## src/inc/nerf_consts.svh

```systemverilog
// Operation
// RULE1 - Erase whole blocks: 2048 blocks, 64 pages
// RULE2 - Host sends 60h, three row bytes, confirm
// RULE3 - Page bits latched but ignored for erase
// RULE4 - D0h drops ready/busy, erase runs busy time
// RULE5 - Status read 70h accepted during erase
// RULE6 - Bit6 set when done, bit0 pass/fail
// RULE7 - D1h queues plane, busy, bits6/5 zero
// RULE8 - Host waits ready before next queue command
// RULE9 - Final 60h-D0h erases all queued blocks
// RULE10 - Host drives plane bit low then high
// RULE11 - Second block address applies to both planes
// RULE12 - Host keeps same operation on both planes
// RULE13 - Enhanced status 78h reports failing plane
// RULE14 - FFh aborts busy operation, data invalid
// RULE15 - Reset clears command state, buffers invalid
// RULE16 - Status after reset E0h or 60h by protect
// RULE17 - Reset holds ready/busy low reset time
// RULE18 - Feature address is one byte, 0-255
// RULE19 - EEh returns, EFh stores four bytes
// RULE20 - Features survive reset command
// RULE21 - 80h drive, 81h pull-down, others unassigned
// RULE22 - Bits 1:0 strength, rest reserved zero
// RULE23 - Get: address, busy, bytes on read strobes
// RULE24 - Set: four bytes latched, then busy
// RULE25 - Host issues 00h after polling during get
// RULE26 - Host sends only status or reset while busy
`ifndef NERF_CONSTS_SVH
`define NERF_CONSTS_SVH
`define NERF_CMD_READ 8'h00
`define NERF_CMD_ERASE 8'h60
`define NERF_CMD_STATUS 8'h70
`define NERF_CMD_ESTATUS 8'h78
`define NERF_CMD_CONFIRM 8'hD0
`define NERF_CMD_QUEUE 8'hD1
`define NERF_CMD_FGET 8'hEE
`define NERF_CMD_FSET 8'hEF
`define NERF_CMD_RESET 8'hFF
`define NERF_FEAT_DRIVE 8'h80
`define NERF_FEAT_PULL 8'h81
`define NERF_FEAT_RESET 32'h0000_0000
`define NERF_FEAT_MASK 32'h0000_0003
`define NERF_ROW_LAST 2'h2
`define NERF_PARAM_LAST 2'h3
`define NERF_BLOCKS 2048
`define NERF_PAGES 64
`define NERF_PAGE_BYTES 2112
`define NERF_PLANE_BIT 6
`define NERF_BLOCK_LSB 7
`define NERF_STAT_WP 7
`define NERF_STAT_RDY 6
`define NERF_STAT_ARDY 5
`define NERF_STAT_FAIL 0
`define NERF_CLK_MHZ 125
`define NERF_ERASE_US 2000
`define NERF_DBSY_NS 500
`define NERF_FEAT_NS 1000
`define NERF_RST_US 5
`endif

```

## src/inc/nerf_pkg.sv

```systemverilog
package nerf_pkg;
    typedef enum logic [2:0] {
        ST_IDLE, ST_ERA_ADDR, ST_ERA_CONF, ST_EST_ADDR,
        ST_FGET_ADDR, ST_FSET_ADDR, ST_FSET_DATA, ST_BUSY
    } nerf_state_t;
    typedef enum logic [2:0] {
        BK_ERASE, BK_QUEUE, BK_RESET, BK_FGET, BK_FSET
    } nerf_kind_t;
    typedef enum logic [1:0] {
        OM_NONE, OM_STATUS, OM_ESTATUS, OM_FEAT
    } nerf_omode_t;
endpackage

```

## src/logic/nerf_ctrl.sv

```systemverilog
`timescale 1ns/100ps
`include "nerf_consts.svh"
module nerf_ctrl import nerf_pkg::*; #(
    parameter int ERASE_CYC = (`NERF_ERASE_US * `NERF_CLK_MHZ),
    parameter int DBSY_CYC = (`NERF_DBSY_NS * `NERF_CLK_MHZ + 999) / 1000,
    parameter int FEAT_CYC = (`NERF_FEAT_NS * `NERF_CLK_MHZ + 999) / 1000,
    parameter int RST_CYC = (`NERF_RST_US * `NERF_CLK_MHZ),
    parameter int CNT_W = 24,
    parameter int BLOCK_W = $clog2(`NERF_BLOCKS) // [RULE1]
) (
    // Clock and reset
    input wire logic core_clk,
    input wire logic resetn,
    // Flash pins
    input wire logic cle,
    input wire logic ale,
    input wire logic chip_en_n,
    input wire logic write_strobe_n,
    input wire logic read_strobe_n,
    input wire logic write_protect_n,
    input wire logic [7:0] io_in,
    output logic [7:0] io_out,
    output logic io_oe,
    output logic ready_busy_n,
    // Array side
    output logic erase_go,
    output logic [BLOCK_W-1:0] erase_block,
    output logic [1:0] erase_planes,
    output logic array_abort,
    output logic data_invalid,
    input wire logic [1:0] erase_fail,
    // Feature settings
    output logic [1:0] drive_strength,
    output logic [1:0] pulldown_strength
);
    ////////////////////////////////////////////////////////////////////////
    localparam int SYN_W = 14;
    logic [SYN_W-1:0] sync1_r, sync2_r;
    logic s_cle, s_ale, s_ce_n, s_we_n, s_re_n, s_wp_n;
    logic [7:0] s_io;
    logic we_prev_r, re_prev_r;
    logic we_rise, re_rise, cmd_wr, adr_wr, dat_wr;

    // Two-stage synchroniser; only the second stage is read
    always_ff @(posedge core_clk or negedge resetn) begin
        if (!resetn) begin
            sync1_r <= 14'h3FFF;
            sync2_r <= 14'h3FFF;
            we_prev_r <= 1'b1;
            re_prev_r <= 1'b1;
        end else begin
            sync1_r <= {cle, ale, chip_en_n, write_strobe_n, read_strobe_n,
                        write_protect_n, io_in};
            sync2_r <= sync1_r;
            we_prev_r <= s_we_n;
            re_prev_r <= s_re_n;
        end
    end

    // Data and strobes share one delay, so data is valid at the strobe edge
    assign {s_cle, s_ale, s_ce_n, s_we_n, s_re_n, s_wp_n, s_io} = sync2_r;
    assign we_rise = s_we_n & ~we_prev_r & ~s_ce_n;
    assign re_rise = s_re_n & ~re_prev_r & ~s_ce_n;
    assign cmd_wr = we_rise & s_cle & ~s_ale;
    assign adr_wr = we_rise & s_ale & ~s_cle;
    assign dat_wr = we_rise & ~s_cle & ~s_ale;

    ////////////////////////////////////////////////////////////////////////
    nerf_state_t state_r, state_nxt;
    nerf_kind_t kind_r, kind_nxt;
    nerf_omode_t omode_r, omode_nxt;
    logic [23:0] row_r, row_nxt;
    logic [1:0] acnt_r, acnt_nxt;
    logic [1:0] queue_r, queue_nxt;
    logic [1:0] fail_r, fail_nxt;
    logic [7:0] faddr_r, faddr_nxt;
    logic [31:0] pbuf_r, pbuf_nxt;
    logic [31:0] feat0_r, feat0_nxt;
    logic [31:0] feat1_r, feat1_nxt;
    logic [CNT_W-1:0] cnt_r, cnt_nxt;
    logic [1:0] ridx_r, ridx_nxt;
    logic fmode_r, fmode_nxt;
    logic est_plane_r, est_plane_nxt;
    logic go_r, go_nxt;
    logic [BLOCK_W-1:0] blk_r, blk_nxt;
    logic [1:0] planes_r, planes_nxt;
    logic abort_r, abort_nxt;
    logic inval_r, inval_nxt;
    logic rb_n_r, rb_n_nxt;
    logic [7:0] io_r, io_nxt;
    logic oe_r, oe_nxt;
    logic [7:0] status, estatus;
    logic [31:0] fsel;
    logic rdy;

    // Status and feature read views
    assign rdy = (state_r != ST_BUSY);
    always_comb begin
        status = 8'h00;
        status[`NERF_STAT_WP] = s_wp_n; // [RULE16]
        status[`NERF_STAT_RDY] = rdy; // [RULE6] [RULE7]
        status[`NERF_STAT_ARDY] = rdy; // [RULE7]
        status[`NERF_STAT_FAIL] = |fail_r; // [RULE6]
        estatus = status;
        estatus[`NERF_STAT_FAIL] = fail_r[est_plane_r]; // [RULE13]
        // Unassigned addresses read as zero
        case (faddr_r) // [RULE18] [RULE21]
            `NERF_FEAT_DRIVE: fsel = feat0_r;
            `NERF_FEAT_PULL: fsel = feat1_r;
            default: fsel = 32'h0000_0000;
        endcase
    end

    ////////////////////////////////////////////////////////////////////////
    // Command sequencer next state
    always_comb begin
        logic [23:0] new_row;
        logic [31:0] new_par;
        new_row = {s_io, row_r[23:8]};
        new_par = {s_io, pbuf_r[31:8]};
        state_nxt = state_r;
        kind_nxt = kind_r;
        omode_nxt = omode_r;
        row_nxt = row_r;
        acnt_nxt = acnt_r;
        queue_nxt = queue_r;
        fail_nxt = fail_r;
        faddr_nxt = faddr_r;
        pbuf_nxt = pbuf_r;
        feat0_nxt = feat0_r;
        feat1_nxt = feat1_r;
        cnt_nxt = cnt_r;
        ridx_nxt = ridx_r;
        fmode_nxt = fmode_r;
        est_plane_nxt = est_plane_r;
        go_nxt = 1'b0;
        blk_nxt = blk_r;
        planes_nxt = planes_r;
        abort_nxt = 1'b0;
        inval_nxt = inval_r;
        // Busy countdown; a command below may still override it
        if (state_r == ST_BUSY) begin
            if (cnt_r <= CNT_W'(1)) begin
                state_nxt = ST_IDLE;
                if (kind_r == BK_ERASE) begin
                    fail_nxt = erase_fail & planes_r; // [RULE6] [RULE13]
                end
                if (kind_r == BK_FGET) begin
                    omode_nxt = OM_FEAT; // [RULE23]
                    fmode_nxt = 1'b1;
                    ridx_nxt = 2'h0;
                end
            end else begin
                cnt_nxt = cnt_r - CNT_W'(1);
            end
        end
        if (cmd_wr) begin
            if (s_io == `NERF_CMD_RESET) begin
                // Abort wins over any operation in flight
                abort_nxt = (state_r == ST_BUSY); // [RULE14]
                state_nxt = ST_BUSY; // [RULE15] [RULE17]
                kind_nxt = BK_RESET;
                cnt_nxt = CNT_W'(RST_CYC); // [RULE17]
                queue_nxt = 2'h0; // [RULE15]
                fail_nxt = 2'h0; // [RULE16]
                inval_nxt = 1'b1; // [RULE14] [RULE15]
                omode_nxt = OM_NONE;
                fmode_nxt = 1'b0;
            end else if (s_io == `NERF_CMD_STATUS) begin
                omode_nxt = OM_STATUS; // [RULE5]
            end else if (state_r != ST_BUSY) begin
                // Anything else during busy is dropped
                state_nxt = ST_IDLE;
                acnt_nxt = 2'h0;
                case (s_io)
                    `NERF_CMD_ERASE: state_nxt = ST_ERA_ADDR;
                    `NERF_CMD_ESTATUS: state_nxt = ST_EST_ADDR;
                    `NERF_CMD_FGET: state_nxt = ST_FGET_ADDR;
                    `NERF_CMD_FSET: state_nxt = ST_FSET_ADDR;
                    `NERF_CMD_READ: omode_nxt = fmode_r ? OM_FEAT : OM_NONE;
                    `NERF_CMD_CONFIRM: begin
                        if (state_r == ST_ERA_CONF && s_wp_n) begin
                            go_nxt = 1'b1; // [RULE4]
                            // Second address block covers both planes
                            blk_nxt = row_r[`NERF_BLOCK_LSB +: BLOCK_W]; // [RULE3] [RULE11]
                            planes_nxt = queue_r; // [RULE9]
                            planes_nxt[row_r[`NERF_PLANE_BIT]] = 1'b1; // [RULE9]
                            queue_nxt = 2'h0;
                            fail_nxt = 2'h0;
                            inval_nxt = 1'b0;
                            state_nxt = ST_BUSY; // [RULE4]
                            kind_nxt = BK_ERASE;
                            cnt_nxt = CNT_W'(ERASE_CYC); // [RULE4]
                        end
                    end
                    `NERF_CMD_QUEUE: begin
                        if (state_r == ST_ERA_CONF && s_wp_n) begin
                            queue_nxt[row_r[`NERF_PLANE_BIT]] = 1'b1; // [RULE7]
                            state_nxt = ST_BUSY; // [RULE7]
                            kind_nxt = BK_QUEUE;
                            cnt_nxt = CNT_W'(DBSY_CYC);
                        end
                    end
                    default: state_nxt = ST_IDLE;
                endcase
            end
        end else if (adr_wr) begin
            case (state_r)
                ST_ERA_ADDR, ST_EST_ADDR: begin
                    row_nxt = new_row; // [RULE3]
                    acnt_nxt = acnt_r + 2'h1;
                    if (acnt_r == `NERF_ROW_LAST) begin
                        if (state_r == ST_ERA_ADDR) begin
                            state_nxt = ST_ERA_CONF;
                        end else begin
                            est_plane_nxt = new_row[`NERF_PLANE_BIT]; // [RULE13]
                            omode_nxt = OM_ESTATUS;
                            state_nxt = ST_IDLE;
                        end
                    end
                end
                ST_FGET_ADDR: begin
                    faddr_nxt = s_io; // [RULE18]
                    state_nxt = ST_BUSY; // [RULE23]
                    kind_nxt = BK_FGET;
                    cnt_nxt = CNT_W'(FEAT_CYC);
                    omode_nxt = OM_NONE;
                end
                ST_FSET_ADDR: begin
                    faddr_nxt = s_io; // [RULE18]
                    acnt_nxt = 2'h0;
                    state_nxt = ST_FSET_DATA;
                end
                default: state_nxt = state_r;
            endcase
        end else if (dat_wr && state_r == ST_FSET_DATA) begin
            pbuf_nxt = new_par; // [RULE24]
            acnt_nxt = acnt_r + 2'h1;
            if (acnt_r == `NERF_PARAM_LAST) begin
                // Reserved bits are forced to zero on store
                if (faddr_r == `NERF_FEAT_DRIVE) begin
                    feat0_nxt = new_par & `NERF_FEAT_MASK; // [RULE19] [RULE22]
                end
                if (faddr_r == `NERF_FEAT_PULL) begin
                    feat1_nxt = new_par & `NERF_FEAT_MASK; // [RULE19] [RULE22]
                end
                state_nxt = ST_BUSY; // [RULE24]
                kind_nxt = BK_FSET;
                cnt_nxt = CNT_W'(FEAT_CYC);
            end
        end else if (re_rise && omode_r == OM_FEAT) begin
            ridx_nxt = ridx_r + 2'h1; // [RULE19] [RULE23]
        end
    end

    // Pin-facing outputs, registered so they come straight from flops
    always_comb begin
        rb_n_nxt = (state_nxt != ST_BUSY);
        oe_nxt = ~s_ce_n & ~s_re_n & (omode_r != OM_NONE);
        case (omode_r)
            OM_STATUS: io_nxt = status;
            OM_ESTATUS: io_nxt = estatus;
            OM_FEAT: io_nxt = fsel[{ridx_r, 3'h0} +: 8]; // [RULE19]
            default: io_nxt = 8'h00;
        endcase
    end

    ////////////////////////////////////////////////////////////////////////
    // Feature registers reset only at power-on; FFh leaves them alone
    always_ff @(posedge core_clk or negedge resetn) begin
        if (!resetn) begin
            state_r <= ST_IDLE;
            kind_r <= BK_RESET;
            omode_r <= OM_NONE;
            row_r <= 24'h00_0000;
            acnt_r <= 2'h0;
            queue_r <= 2'h0;
            fail_r <= 2'h0;
            faddr_r <= 8'h00;
            pbuf_r <= 32'h0000_0000;
            feat0_r <= `NERF_FEAT_RESET; // [RULE20]
            feat1_r <= `NERF_FEAT_RESET; // [RULE20]
            cnt_r <= '0;
            ridx_r <= 2'h0;
            fmode_r <= 1'b0;
            est_plane_r <= 1'b0;
            go_r <= 1'b0;
            blk_r <= '0;
            planes_r <= 2'h0;
            abort_r <= 1'b0;
            inval_r <= 1'b0;
            rb_n_r <= 1'b1;
            io_r <= 8'h00;
            oe_r <= 1'b0;
        end else begin
            state_r <= state_nxt;
            kind_r <= kind_nxt;
            omode_r <= omode_nxt;
            row_r <= row_nxt;
            acnt_r <= acnt_nxt;
            queue_r <= queue_nxt;
            fail_r <= fail_nxt;
            faddr_r <= faddr_nxt;
            pbuf_r <= pbuf_nxt;
            feat0_r <= feat0_nxt;
            feat1_r <= feat1_nxt;
            cnt_r <= cnt_nxt;
            ridx_r <= ridx_nxt;
            fmode_r <= fmode_nxt;
            est_plane_r <= est_plane_nxt;
            go_r <= go_nxt;
            blk_r <= blk_nxt;
            planes_r <= planes_nxt;
            abort_r <= abort_nxt;
            inval_r <= inval_nxt;
            rb_n_r <= rb_n_nxt;
            io_r <= io_nxt;
            oe_r <= oe_nxt;
        end
    end

    assign io_out = io_r;
    assign io_oe = oe_r;
    assign ready_busy_n = rb_n_r;
    assign erase_go = go_r;
    assign erase_block = blk_r;
    assign erase_planes = planes_r;
    assign array_abort = abort_r;
    assign data_invalid = inval_r;
    assign drive_strength = feat0_r[1:0];
    assign pulldown_strength = feat1_r[1:0];
endmodule

```

## config.mk

```make
export PLATFORM = sky130hd
export DESIGN_NAME = nerf_ctrl
export DESIGN_NICKNAME = d
export VERILOG_FILES = /design/src/inc/nerf_pkg.sv /design/src/logic/nerf_ctrl.sv
export VERILOG_INCLUDE_DIRS = /design/src /design/src/inc
export SDC_FILE = /design/constraint.sdc
export NUM_CORES = 1
export LEC_CHECK = 0
export BUFFER_PORTS_ARGS = -buffer_cell sky130_fd_sc_hd__buf_4
export CORE_MARGIN = 4
export CORE_UTILIZATION = 50
export DETAILED_ROUTE_END_ITERATION = 6
export PLACE_DENSITY = 0.75
export SLEW_MARGIN = 20
export SYNTH_ARGS = -nofsm -noshare
export SYNTH_HDL_FRONTEND = slang
export SYNTH_SLANG_ARGS = --single-unit
```

## constraint.sdc

```tcl
create_clock -name core_clk -period 3.1 [get_ports core_clk]
set_input_delay 0 -clock core_clk [delete_from_list [all_inputs] [get_ports core_clk]]
set_output_delay 0 -clock core_clk [all_outputs]
set_load 0.02 [all_outputs]
```

==> flow_summary.toml, run 1 <==
[logic_synthesis]
mappedNetlistArea_sq_mm = 0.00575
synth-main-ff-cell = "dfrtp_1"
async_reset_ff_share_pct = 100
synth.ff_latch_count = 130
netlist_instances = 512
yosysTopAreaCell = "dfrtp_1"
synth_edf_count = 0
ys_types = 57
synth_top_area_share_pct = 42.6
ys_seq_area_share_pct = 57.3
ys_warn_count = 0
synthTopCellsByArea = "dfrtp_1, dfstp_2, mux2_2, nand2_1, xnor2_1"
avgSynthCellArea_sq_um = 11.2

[routing]
drtAntennaViolNets = 0
wirelength_um = 12100
dr.pass1.iters = 4
wire_per_inst_um = 16.5
via_per_inst = 5.61
drc = 0
drtIter0Drc = 318
vias = 4120

[critical_path]
required_ns = 3.39
max_stage_delay_ns = 0.60
crit_path_max_fanout = 7
cp-end-kind = "flop"
critPathTopFamily = "simple AND/OR/NAND/NOR gates"
arrival_ns = 3.06
critPathSlowestCell = "or4_1"
critPathBufInv = 1
start_kind = "flop"
worstPathCellList = "or4_1 -> or4_4 -> o311ai_2 -> buf_4 -> nor4_1 -> xnor2_1 -> a21oi_1"
critPathKind = "flop to flop"

[power]
p_per_area_mw_per_mm2 = 589
peakVddDrop_mv = 0.675
p_leak_nw = 3.20

[global_routing]
grt_overflow_total = 0
grt_pass1_vias = 4180
track_usage_pct = 19.9
grt_max_degree = 131
antenna_found_initial = 0
grt_pass1_wl_um = 20400

[placement]
place.gp.congestion = 0.856
place_hpwl_um = 8000
place_ws_ns = 0.399
io_buffers = 44
dp.cells = 686

[sta]
tns_ns = 0
hold_violations = 0
finalWorstSetupSlack_ns = 0.335
period_needed_ns = 2.77
post-route-period-util_pct = 89.2
slew_violations = 0
relSlewSlack_pct = 55.8
fin_skew_ns = 0.00900
finalSetupViolations = 0
rsz0062_at_grt = "no"
tightestPinTransition_ns = 0.659
fmax_mhz = 362

[floorplanning]
dieArea_sq_mm = 0.0133
core_area_sq_mm = 0.0110
ios = 48
fp-row-count = 38
start_util_pct = 52.1
die_x_um = 115
fp.dieH_um = 115

[layout]
final-seq-area_sq_mm = 0.00329
n_fill_cell = 873
multi_input_area_sq_mm = 0.00230
antennaDiodeCount = 0
final_cells = 735
num-nets-final = 604
drive_above_1_share_pct = 28.4
area_growth_pct = 21.4

[hold_path]
hp-class = "input pin to flop"

[clock_network]
cts_tree = "yes"
path_clk_slew_ns = 0.06
htree_levels = 4
cts.sinks = 130
cts_buffers = 17
cts-root-buf = "clkbuf_16"
ctsResizeCount = 0
insertion_delay_ns = 0.42
clock_path_buffers = 2

[flow_run]
drv_cap = 0

[status]
status = "finished, final reports clean"
-- sequential cells by signal, indices dropped and copies added (netlist names), 3 cells and up --
name and cells:
kind_r 3, sync1_r 14, state_r 3, io_out 4, faddr_r 8, pbuf_r 6, sync2_r 14, row_r 18
erase_block 11, cnt_r 24
-- through the flow --
stage | hold WS [ns] | util [%] | power [mW] | cell area (sq um)
after global routing | 0.211 | 63.3 | 4.28 | 6980
after CTS | 0.207 | 63.3 | 4.15 | 6980
after floorplan | -0.296 | - | 2.09 | 5760
final | 0.222 | 63.3 | 4.11 | 6980
after global placement | 0.108 | 56.6 | 2.18 | 6240
after detailed placement | 0.109 | 56.6 | 2.19 | 6240
-- layout make-up --
type / count / area share [%]
clock buffer: 17 / 6.09
clock inverter: 15 / 2.13
inverter: 11 / 0.591
multi-input combinational: 350 / 33.0
sequential: 130 / 47.2
tap: 140 / 2.51
timing repair buffer: 72 / 8.53
-- placed cells by master (no fill, tap or decap), types with 5 or more instances in the layout --
| cell | n |
|---|---|
| a21o_1 | 6 |
| a21oi_1 | 25 |
| a31oi_1 | 6 |
| buf_4 | 54 |
| clkbuf_16 | 17 |
| dfrtp_1 | 98 |
| dfstp_2 | 32 |
| dlygate4sd3_1 | 17 |
| inv_1 | 11 |
| inv_6 | 6 |
| mux2_2 | 33 |
| nand2_1 | 56 |
| nand2b_1 | 8 |
| nand3_1 | 12 |
| nand3b_1 | 6 |
| nand4_1 | 5 |
| nor2_1 | 36 |
| nor3_1 | 25 |
| nor3b_1 | 6 |
| nor4_1 | 9 |
| o21ai_0 | 21 |
| or3_1 | 10 |
| xnor2_1 | 16 |
| xor2_1 | 6 |
-- cell usage after synthesis (2+ instances only) --
| library cell | number |
|---|---|
| or4_1 | 4 |
| nor4_4 | 2 |
| and3_1 | 3 |
| ha_1 | 4 |
| nor4_2 | 2 |
| or4_4 | 2 |
| or3b_2 | 2 |
| nand4_1 | 5 |
| a21oi_1 | 25 |
| o21a_1 | 2 |
| buf_6 | 2 |
| o21ai_0 | 21 |
| inv_1 | 11 |
| a211oi_1 | 2 |
| nand3_1 | 12 |
| buf_4 | 5 |
| xnor2_1 | 16 |
| dfstp_2 | 32 |
| dfrtp_1 | 98 |
| a21o_1 | 6 |
| nand2_1 | 56 |
| nor2_1 | 36 |
| nor3_2 | 2 |
| nor3_1 | 25 |
| a31oi_1 | 6 |
| xor2_1 | 6 |
| nand3b_1 | 6 |
| nor4_1 | 9 |
| and2_1 | 2 |
| o22ai_1 | 4 |
| clkbuf_1 | 16 |
| nor2b_1 | 3 |
| nor3b_1 | 6 |
| mux2i_1 | 4 |
| nand2b_1 | 8 |
| nand4b_1 | 2 |
| nor4b_1 | 2 |
| or2_2 | 2 |
| o31ai_1 | 2 |
| mux2_2 | 33 |
| or3_1 | 10 |
-- worst reg2reg max path, cell delays in order, from the launching register on --
cell      delay (ns)
dfrtp_1         0.43
or4_1           0.60
or4_4           0.55
o311ai_2        0.47
buf_4           0.27
nor4_1          0.08
xnor2_1         0.15
a21oi_1         0.09
-- power by group --
part	leakage (nW)	switching [mW]	internal, mW
Combinational	1.25	0.144	0.136
Sequential	1.67	0.101	1.81
Clock	0.278	0.802	1.12
Total	3.20	1.05	3.07
-- per-layer routing --
| metal | vias up | track usage (%) | wire (um) |
|---|---|---|---|
| li1 | 1948 | - | - |
| met1 | 2043 | 26.1 | 5330 |
| met2 | 105 | 31.1 | 5910 |
| met3 | 24 | 6.37 | 615 |
| met4 | 0 | 7.59 | 238 |
| met5 | - | 0 | 0 |
-- what timing repair did --
action                                  CTS  global route
endpoints found under the hold margin   114             0
endpoints found under the setup margin    0             0
hold buffers                             17             0
buffers inserted                          0             0
-- final timing paths --
check | from | end | slack, ns | cells after the start
max in group asynchronous | resetn | cnt_r[19] | 2.40 | 3
hold reg to reg | sync1_r[3] | sync2_r[3] | 0.35 | 0
setup reg to reg | cnt_r[8] | cnt_r[17] | 0.33 | 7
min in group asynchronous | resetn | erase_block[0] | 0.23 | 3
hold / removal | io_in[4] | sync1_r[4] | 0.22 | 2
setup / recovery | cnt_r[8] | cnt_r[17] | 0.33 | 7
-- cell families (layout without fill, tap and decap cells) --
logic type	Yosys count	after routing	synth area share, %
buf+inv	34	115	2.81
xor+xnor	22	22	3.35
flops	130	130	57.3
other cells	1	3	0.0652
compound gates	77	77	8.42
mux	37	37	7.16
simple gates	207	207	20.1
fa+ha+maj	4	4	0.870
(Power assumes the default switching activity.)
==> run 2, diff against run 1 <==
--- a/config.mk
+++ b/config.mk
@@ -6,12 +6,13 @@
 export SDC_FILE = /design/constraint.sdc
 export NUM_CORES = 1
 export LEC_CHECK = 0
-export BUFFER_PORTS_ARGS = -buffer_cell sky130_fd_sc_hd__buf_4
+export BUFFER_PORTS_ARGS = -buffer_cell sky130_fd_sc_hd__buf_2
 export CORE_MARGIN = 4
 export CORE_UTILIZATION = 50
+export CTS_BUF_LIST = sky130_fd_sc_hd__clkbuf_4 sky130_fd_sc_hd__clkbuf_8
 export DETAILED_ROUTE_END_ITERATION = 6
 export PLACE_DENSITY = 0.75
-export SLEW_MARGIN = 20
+export SLEW_MARGIN = 5
 export SYNTH_ARGS = -nofsm -noshare
 export SYNTH_HDL_FRONTEND = slang
 export SYNTH_SLANG_ARGS = --single-unit
==> flow_summary.toml, run 2 (synthesis results as in run 1) <==
[layout]
drive_above_1_share_pct = 28.2
largest_reg_flops = 24
area_growth_pct = 16.1
reg_top3 = "cnt_r (24), row_r (18)"
top_register = "cnt_r"
final_common_cell = "dfrtp_1"
num-nets-final = 602
antennaDiodeCount = 0
final_cell_mix = "dfrtp_1, nand2_1, buf_2, nor2_1, mux2_2"

[floorplanning]
start_util_pct = 52.1
dieArea_sq_mm = 0.0133
die_x_um = 115
fp.dieH_um = 115
core_area_sq_mm = 0.0110
fp-row-count = 38
ios = 48

[global_routing]
grt_max_degree = 80
grt_overflow_total = 0
grt_pass1_wl_um = 20200
antenna_found_initial = 0
track_usage_pct = 19.6
grt_pass1_vias = 4131

[clock_network]
cts.sinks = 130
cts_tree = "yes"
insertion_delay_ns = 0.45
cts_buffers = 17
cts-root-buf = "clkbuf_8"
path_clk_slew_ns = 0.08
htree_levels = 4
clock_path_buffers = 2
post_cts_buffers = 0

[sta]
slew_violations = 0
tns_ns = 0
fmax_mhz = 364
rsz0062_at_grt = "no"
period_needed_ns = 2.74
finalSetupViolations = 0
fin_skew_ns = 0.0119
tightestPinTransition_ns = 0.684
post-route-period-util_pct = 88.5
hold_violations = 0
relSlewSlack_pct = 54.4

[critical_path]
critPathKind = "flop to flop"
cp-end-kind = "flop"
max_stage_delay_ns = 0.59
crit_path_max_fanout = 7
worst-r2r-cell-count = 7
crit_cells = 7
critPathBufInv = 1
arrival_ns = 3.05
critPathSlowestCell = "or4_1"
required_ns = 3.41
start_kind = "flop"
worstPathCellList = "or4_1 -> or4_4 -> o311ai_2 -> buf_4 -> nor4_2 -> xnor2_1 -> a21oi_1"
critPathTopFamily = "simple AND/OR/NAND/NOR gates"

[placement]
place_hpwl_um = 8140
place.gp.congestion = 0.857
io_buffers = 44

[routing]
drtIter0Drc = 369
wire_per_inst_um = 16.0
drc = 0
vias = 4070
wirelength_um = 11800
drtAntennaViolNets = 0
via_per_inst = 5.55
dr.pass1.iters = 5

[power]
finalPower_mw = 3.59
p_leak_nw = 3.09
peakVddDrop_mv = 0.343
p_per_area_mw_per_mm2 = 538

[hold_path]
hp-class = "input pin to asynchronous set/reset pin"

[flow_run]
drv_cap = 0

[status]
status = "finished, final reports clean"
run 2: path summary, 6_finish.rpt:
path / start / slack, ns / endpoint
setup / recovery: cnt_r[8] / 0.36 / cnt_r[15]
hold / removal: resetn / 0.12 / erase_block[1]
setup reg to reg: cnt_r[8] / 0.36 / cnt_r[15]
hold reg to reg: sync1_r[13] / 0.35 / sync2_r[13]
max in group asynchronous: resetn / 2.08 / sync1_r[12]
min in group core_clk: io_in[1] / 0.19 / sync1_r[1]
run 2: per-stage QoR:
step / hold slack, ns / cells / setup WS [ns] / utilization, % / cell area [sq um]
after floorplan: -0.296 / 514 / 0.554 / - / 5760
after global placement: 0.0767 / 684 / 0.455 / 55.4 / 6120
after detailed placement: 0.0839 / 684 / 0.380 / 55.4 / 6120
after CTS: 0.143 / 733 / 0.361 / 60.5 / 6680
after global routing: 0.167 / 733 / 0.242 / 60.5 / 6680
final: 0.123 / 733 / 0.356 / 60.5 / 6680
run 2: what timing repair did:
item	in CTS	in global routing
hold buffers	17	0
endpoints found under the hold margin	67	0
gates resized for setup	0	0
run 2: cell type report:
type / count / area [sq um]
Inverter: 11 / 41.3
Clock inverter: 15 / 158
Timing Repair Buffer: 70 / 473
Multi-Input combinational cell: 350 / 2300
Sequential cell: 130 / 3290
Tap cell: 140 / 175
Fill cell: 904 / 4350
Clock buffer: 17 / 234
run 2: worst register-to-register path, stage by stage, from the launching register on:
cell and delay, ns:
dfrtp_1 0.44, or4_1 0.59, or4_4 0.54, o311ai_2 0.49, buf_4 0.27, nor4_2 0.06
xnor2_1 0.14, a21oi_1 0.08
run 2: layer usage:
| layer | share of wire [%] | track usage, % | vias to the layer above |
|---|---|---|---|
| met5 | 0 | 0 | - |
| met2 | 47 | 29.9 | 107 |
| met4 | 2.3 | 8.53 | 0 |
| li1 | - | - | 1941 |
| met3 | 5.4 | 5.21 | 20 |
| met1 | 45 | 26.4 | 2002 |
run 2: power by group:
part           switching, mW  leakage, nW  internal [mW]
combinational          0.145         1.23          0.130
sequential             0.100         1.67           1.80
clock                  0.693        0.189          0.719
==> run 3, diff against run 2 <==
--- a/config.mk
+++ b/config.mk
@@ -6,12 +6,13 @@
 export SDC_FILE = /design/constraint.sdc
 export NUM_CORES = 1
 export LEC_CHECK = 0
+export ABC_AREA = 1
 export BUFFER_PORTS_ARGS = -buffer_cell sky130_fd_sc_hd__buf_2
 export CORE_MARGIN = 4
 export CORE_UTILIZATION = 50
 export CTS_BUF_LIST = sky130_fd_sc_hd__clkbuf_4 sky130_fd_sc_hd__clkbuf_8
 export DETAILED_ROUTE_END_ITERATION = 6
-export PLACE_DENSITY = 0.75
+export PLACE_DENSITY = 0.74
 export SLEW_MARGIN = 5
 export SYNTH_ARGS = -nofsm -noshare
 export SYNTH_HDL_FRONTEND = slang
==> flow_summary.toml, run 3 <==
[critical_path]
required_ns = 3.48
worst-r2r-cell-count = 14
worstReg2RegStart = "sync2_r[10]"
reg2reg_slack_ns = 0.88
critPathSlowestCell = "dfstp_2"
crit_path_max_fanout = 12
crit_end = "cnt_r[20]"
arrival_ns = 2.60
worstPathCellList = "inv_1 -> nor2_4 -> nand2_1 -> nor2_2 -> nand2_2 -> inv_2 -> nand2_1 -> nand2_2 -> nand2_2 -> o21ai_2 -> nand2_2 -> inv_2 -> nand2_1 -> nor2_1"
max_stage_delay_ns = 0.53
crit_path_frequent_cell = "nand2_2"
cp-startpoint = "sync2_r[10]"
r2r_end = "cnt_r[20]"
critPathKind = "flop to flop"
cp-end-kind = "flop"
start_kind = "flop"

[clock_network]
clock_path_buffers = 2
cts.sinks = 130
path_clk_slew_ns = 0.07
cts_buffers = 17
cts-root-buf = "clkbuf_8"
htree_levels = 4
insertion_delay_ns = 0.46
cts_tree = "yes"

[routing]
drc = 1
dr.pass1.iters = 7
drtAntennaViolNets = 0
wirelength_um = 14100
via_per_inst = 5.26
drtIter0Drc = 416
vias = 4977
wire_per_inst_um = 14.9

[logic_synthesis]
synthSimpleGateAreaFrac_pct = 27.5
synthMuxAreaShare_pct = 0
synthTopCellsByCount = "nand2_1, dfrtp_1, nor2_1"
synthTopCellsByArea = "dfrtp_1, dfstp_2, nand2_1, o21ai_0, nor2_1"
ys_types = 41
synth-main-ff-cell = "dfrtp_1"
synth_top_family_by_area = "simple AND/OR/NAND/NOR gates"
mappedNetlistArea_sq_mm = 0.00612
synth_fa_ha_area_share_pct = 0.818
synth.ff_latch_count = 130
ys_seq_area_share_pct = 53.8
synth_xor_area_share_pct = 2.72
synth-compound-area-share_pct = 8.69
ys_warn_count = 0
yosysTopAreaCell = "dfrtp_1"
netlist_instances = 715
synth_edf_count = 0
async_reset_ff_share_pct = 100
synth.most_common_cell = "nand2_1"
synth_top_area_share_pct = 40.1
avgSynthCellArea_sq_um = 8.56

[layout]
multi_input_area_sq_mm = 0.00244
post-route-util_pct = 58.9
final_cell_mix = "nand2_1, dfrtp_1, nor2_1, inv_1, o21ai_0"
area_growth_pct = 15.7
largest_reg_flops = 24
n_fill_cell = 1063
top_register = "cnt_r"
antennaDiodeCount = 0
final-seq-area_sq_mm = 0.00329
drive_above_1_share_pct = 19.5
reg_top3 = "cnt_r (24), row_r (18)"
final_common_cell = "nand2_1"
num-nets-final = 808

[global_routing]
grt_pass1_wl_um = 24000
grt_pass1_vias = 5037
grt_max_degree = 63
grt_overflow_total = 0
antenna_found_initial = 0
track_usage_pct = 21.4

[status]
failed_checks = "DRC"
status = "complete, but fails checks"

[sta]
fin_skew_ns = 0.0113
rsz0062_at_grt = "no"
finalWorstSetupSlack_ns = 0.882
relSlewSlack_pct = 28.3
period_needed_ns = 2.22
finalSetupViolations = 0
tns_ns = 0
fmax_mhz = 451
tightestPinTransition_ns = 1.07
post-route-period-util_pct = 71.5
hold_violations = 0
slew_violations = 0
whs_ns = 0.0950

[floorplanning]
start_util_pct = 50.9
die_x_um = 119
fp-row-count = 40
core_area_sq_mm = 0.0120
ios = 48
dieArea_sq_mm = 0.0141
fp.dieH_um = 119

[placement]
io_buffers = 44
place.gp.congestion = 0.914
place_hpwl_um = 10100
place_ws_ns = 0.918

[power]
p_per_area_mw_per_mm2 = 618
p_leak_nw = 3.59
peakVddDrop_mv = 0.345
finalPower_mw = 4.38

[hold_path]
hp-class = "input pin to asynchronous set/reset pin"

[flow_run]
drv_cap = 0
## run 3: cell types whose count changed after synthesis, moves of 9 or more
cell	before	now
nand2_1	56	198
inv_1	11	72
nor2_1	36	76
o21ai_0	21	60
mux2_2	33	0
nand3_1	12	40
nor3_1	25	6
clkbuf_1	16	4
a21oi_1	25	15
or3_1	10	0
xnor2_1	16	6
nand2_2	0	9
## run 3: worst min-delay path by stage
stage | slack (ns) | startpoint | end
after floorplan | -0.30 | resetn | acnt_r[0]
after global placement | -0.08 | resetn | erase_block[2]
after detailed placement | -0.07 | resetn | erase_block[1]
after CTS | 0.09 | resetn | row_r[8]
after global routing | 0.11 | resetn | row_r[8]
final | 0.09 | resetn | row_r[8]
## run 3: area by class of cell
type                    count  share of cell area [%]
repair buffers             65                    6.19
clock inverters            11                    2.28
flip-flops and latches    130                    46.5
well taps                 147                    2.60
multi-input cells         493                    34.5
clock buffers              21                    3.73
inverters                  79                    4.22
## run 3: logic make-up after synthesis
logic type	count (synthesis)
buffers and inverters	94
AOI/OAI and AO/OA	98
DFF	130
xor gates and xnor gates	19
other	1
and+or+nand+nor	369
adders and majority gates	4
## run 3: power breakdown
group	leakage [nW]	internal (mW)	total, mW	switching [mW]
Sequential	1.65	1.87	2.02	0.147
Clock	0.226	0.907	1.55	0.647
Combinational	1.72	0.271	0.802	0.531
## run 3: repair_timing
item                      in CTS  in global routing
hold endpoints to repair     114                  0
hold buffers                  18                  0
setup buffers                  0                  0
gates resized for setup        0                  0
## run 3: worst max-delay path: cells and delay by family (launching register included)
kind / cells / cell delay, ns
AND/OR/NAND/NOR: 10 / 1.15
flip-flops: 1 / 0.53
buffers and inverters: 3 / 0.37
AO/OA/AOI/OAI: 1 / 0.09
## run 3: through the flow
stage / area [sq um] / cells
finish: 7080 / 946
global route: 7080 / 946
CTS: 7080 / 946
detailed placement: 6470 / 896
global placement: 6470 / 896
floorplan: 6130 / 717
## run 3: metal layers
metal | up-vias | routed length (um) | track usage [%]
met5 | - | 0 | 0
met4 | 0 | 334 | 8.54
met3 | 35 | 740 | 5.65
met2 | 157 | 6730 | 34.9
met1 | 2378 | 6300 | 27.2
li1 | 2407 | - | -
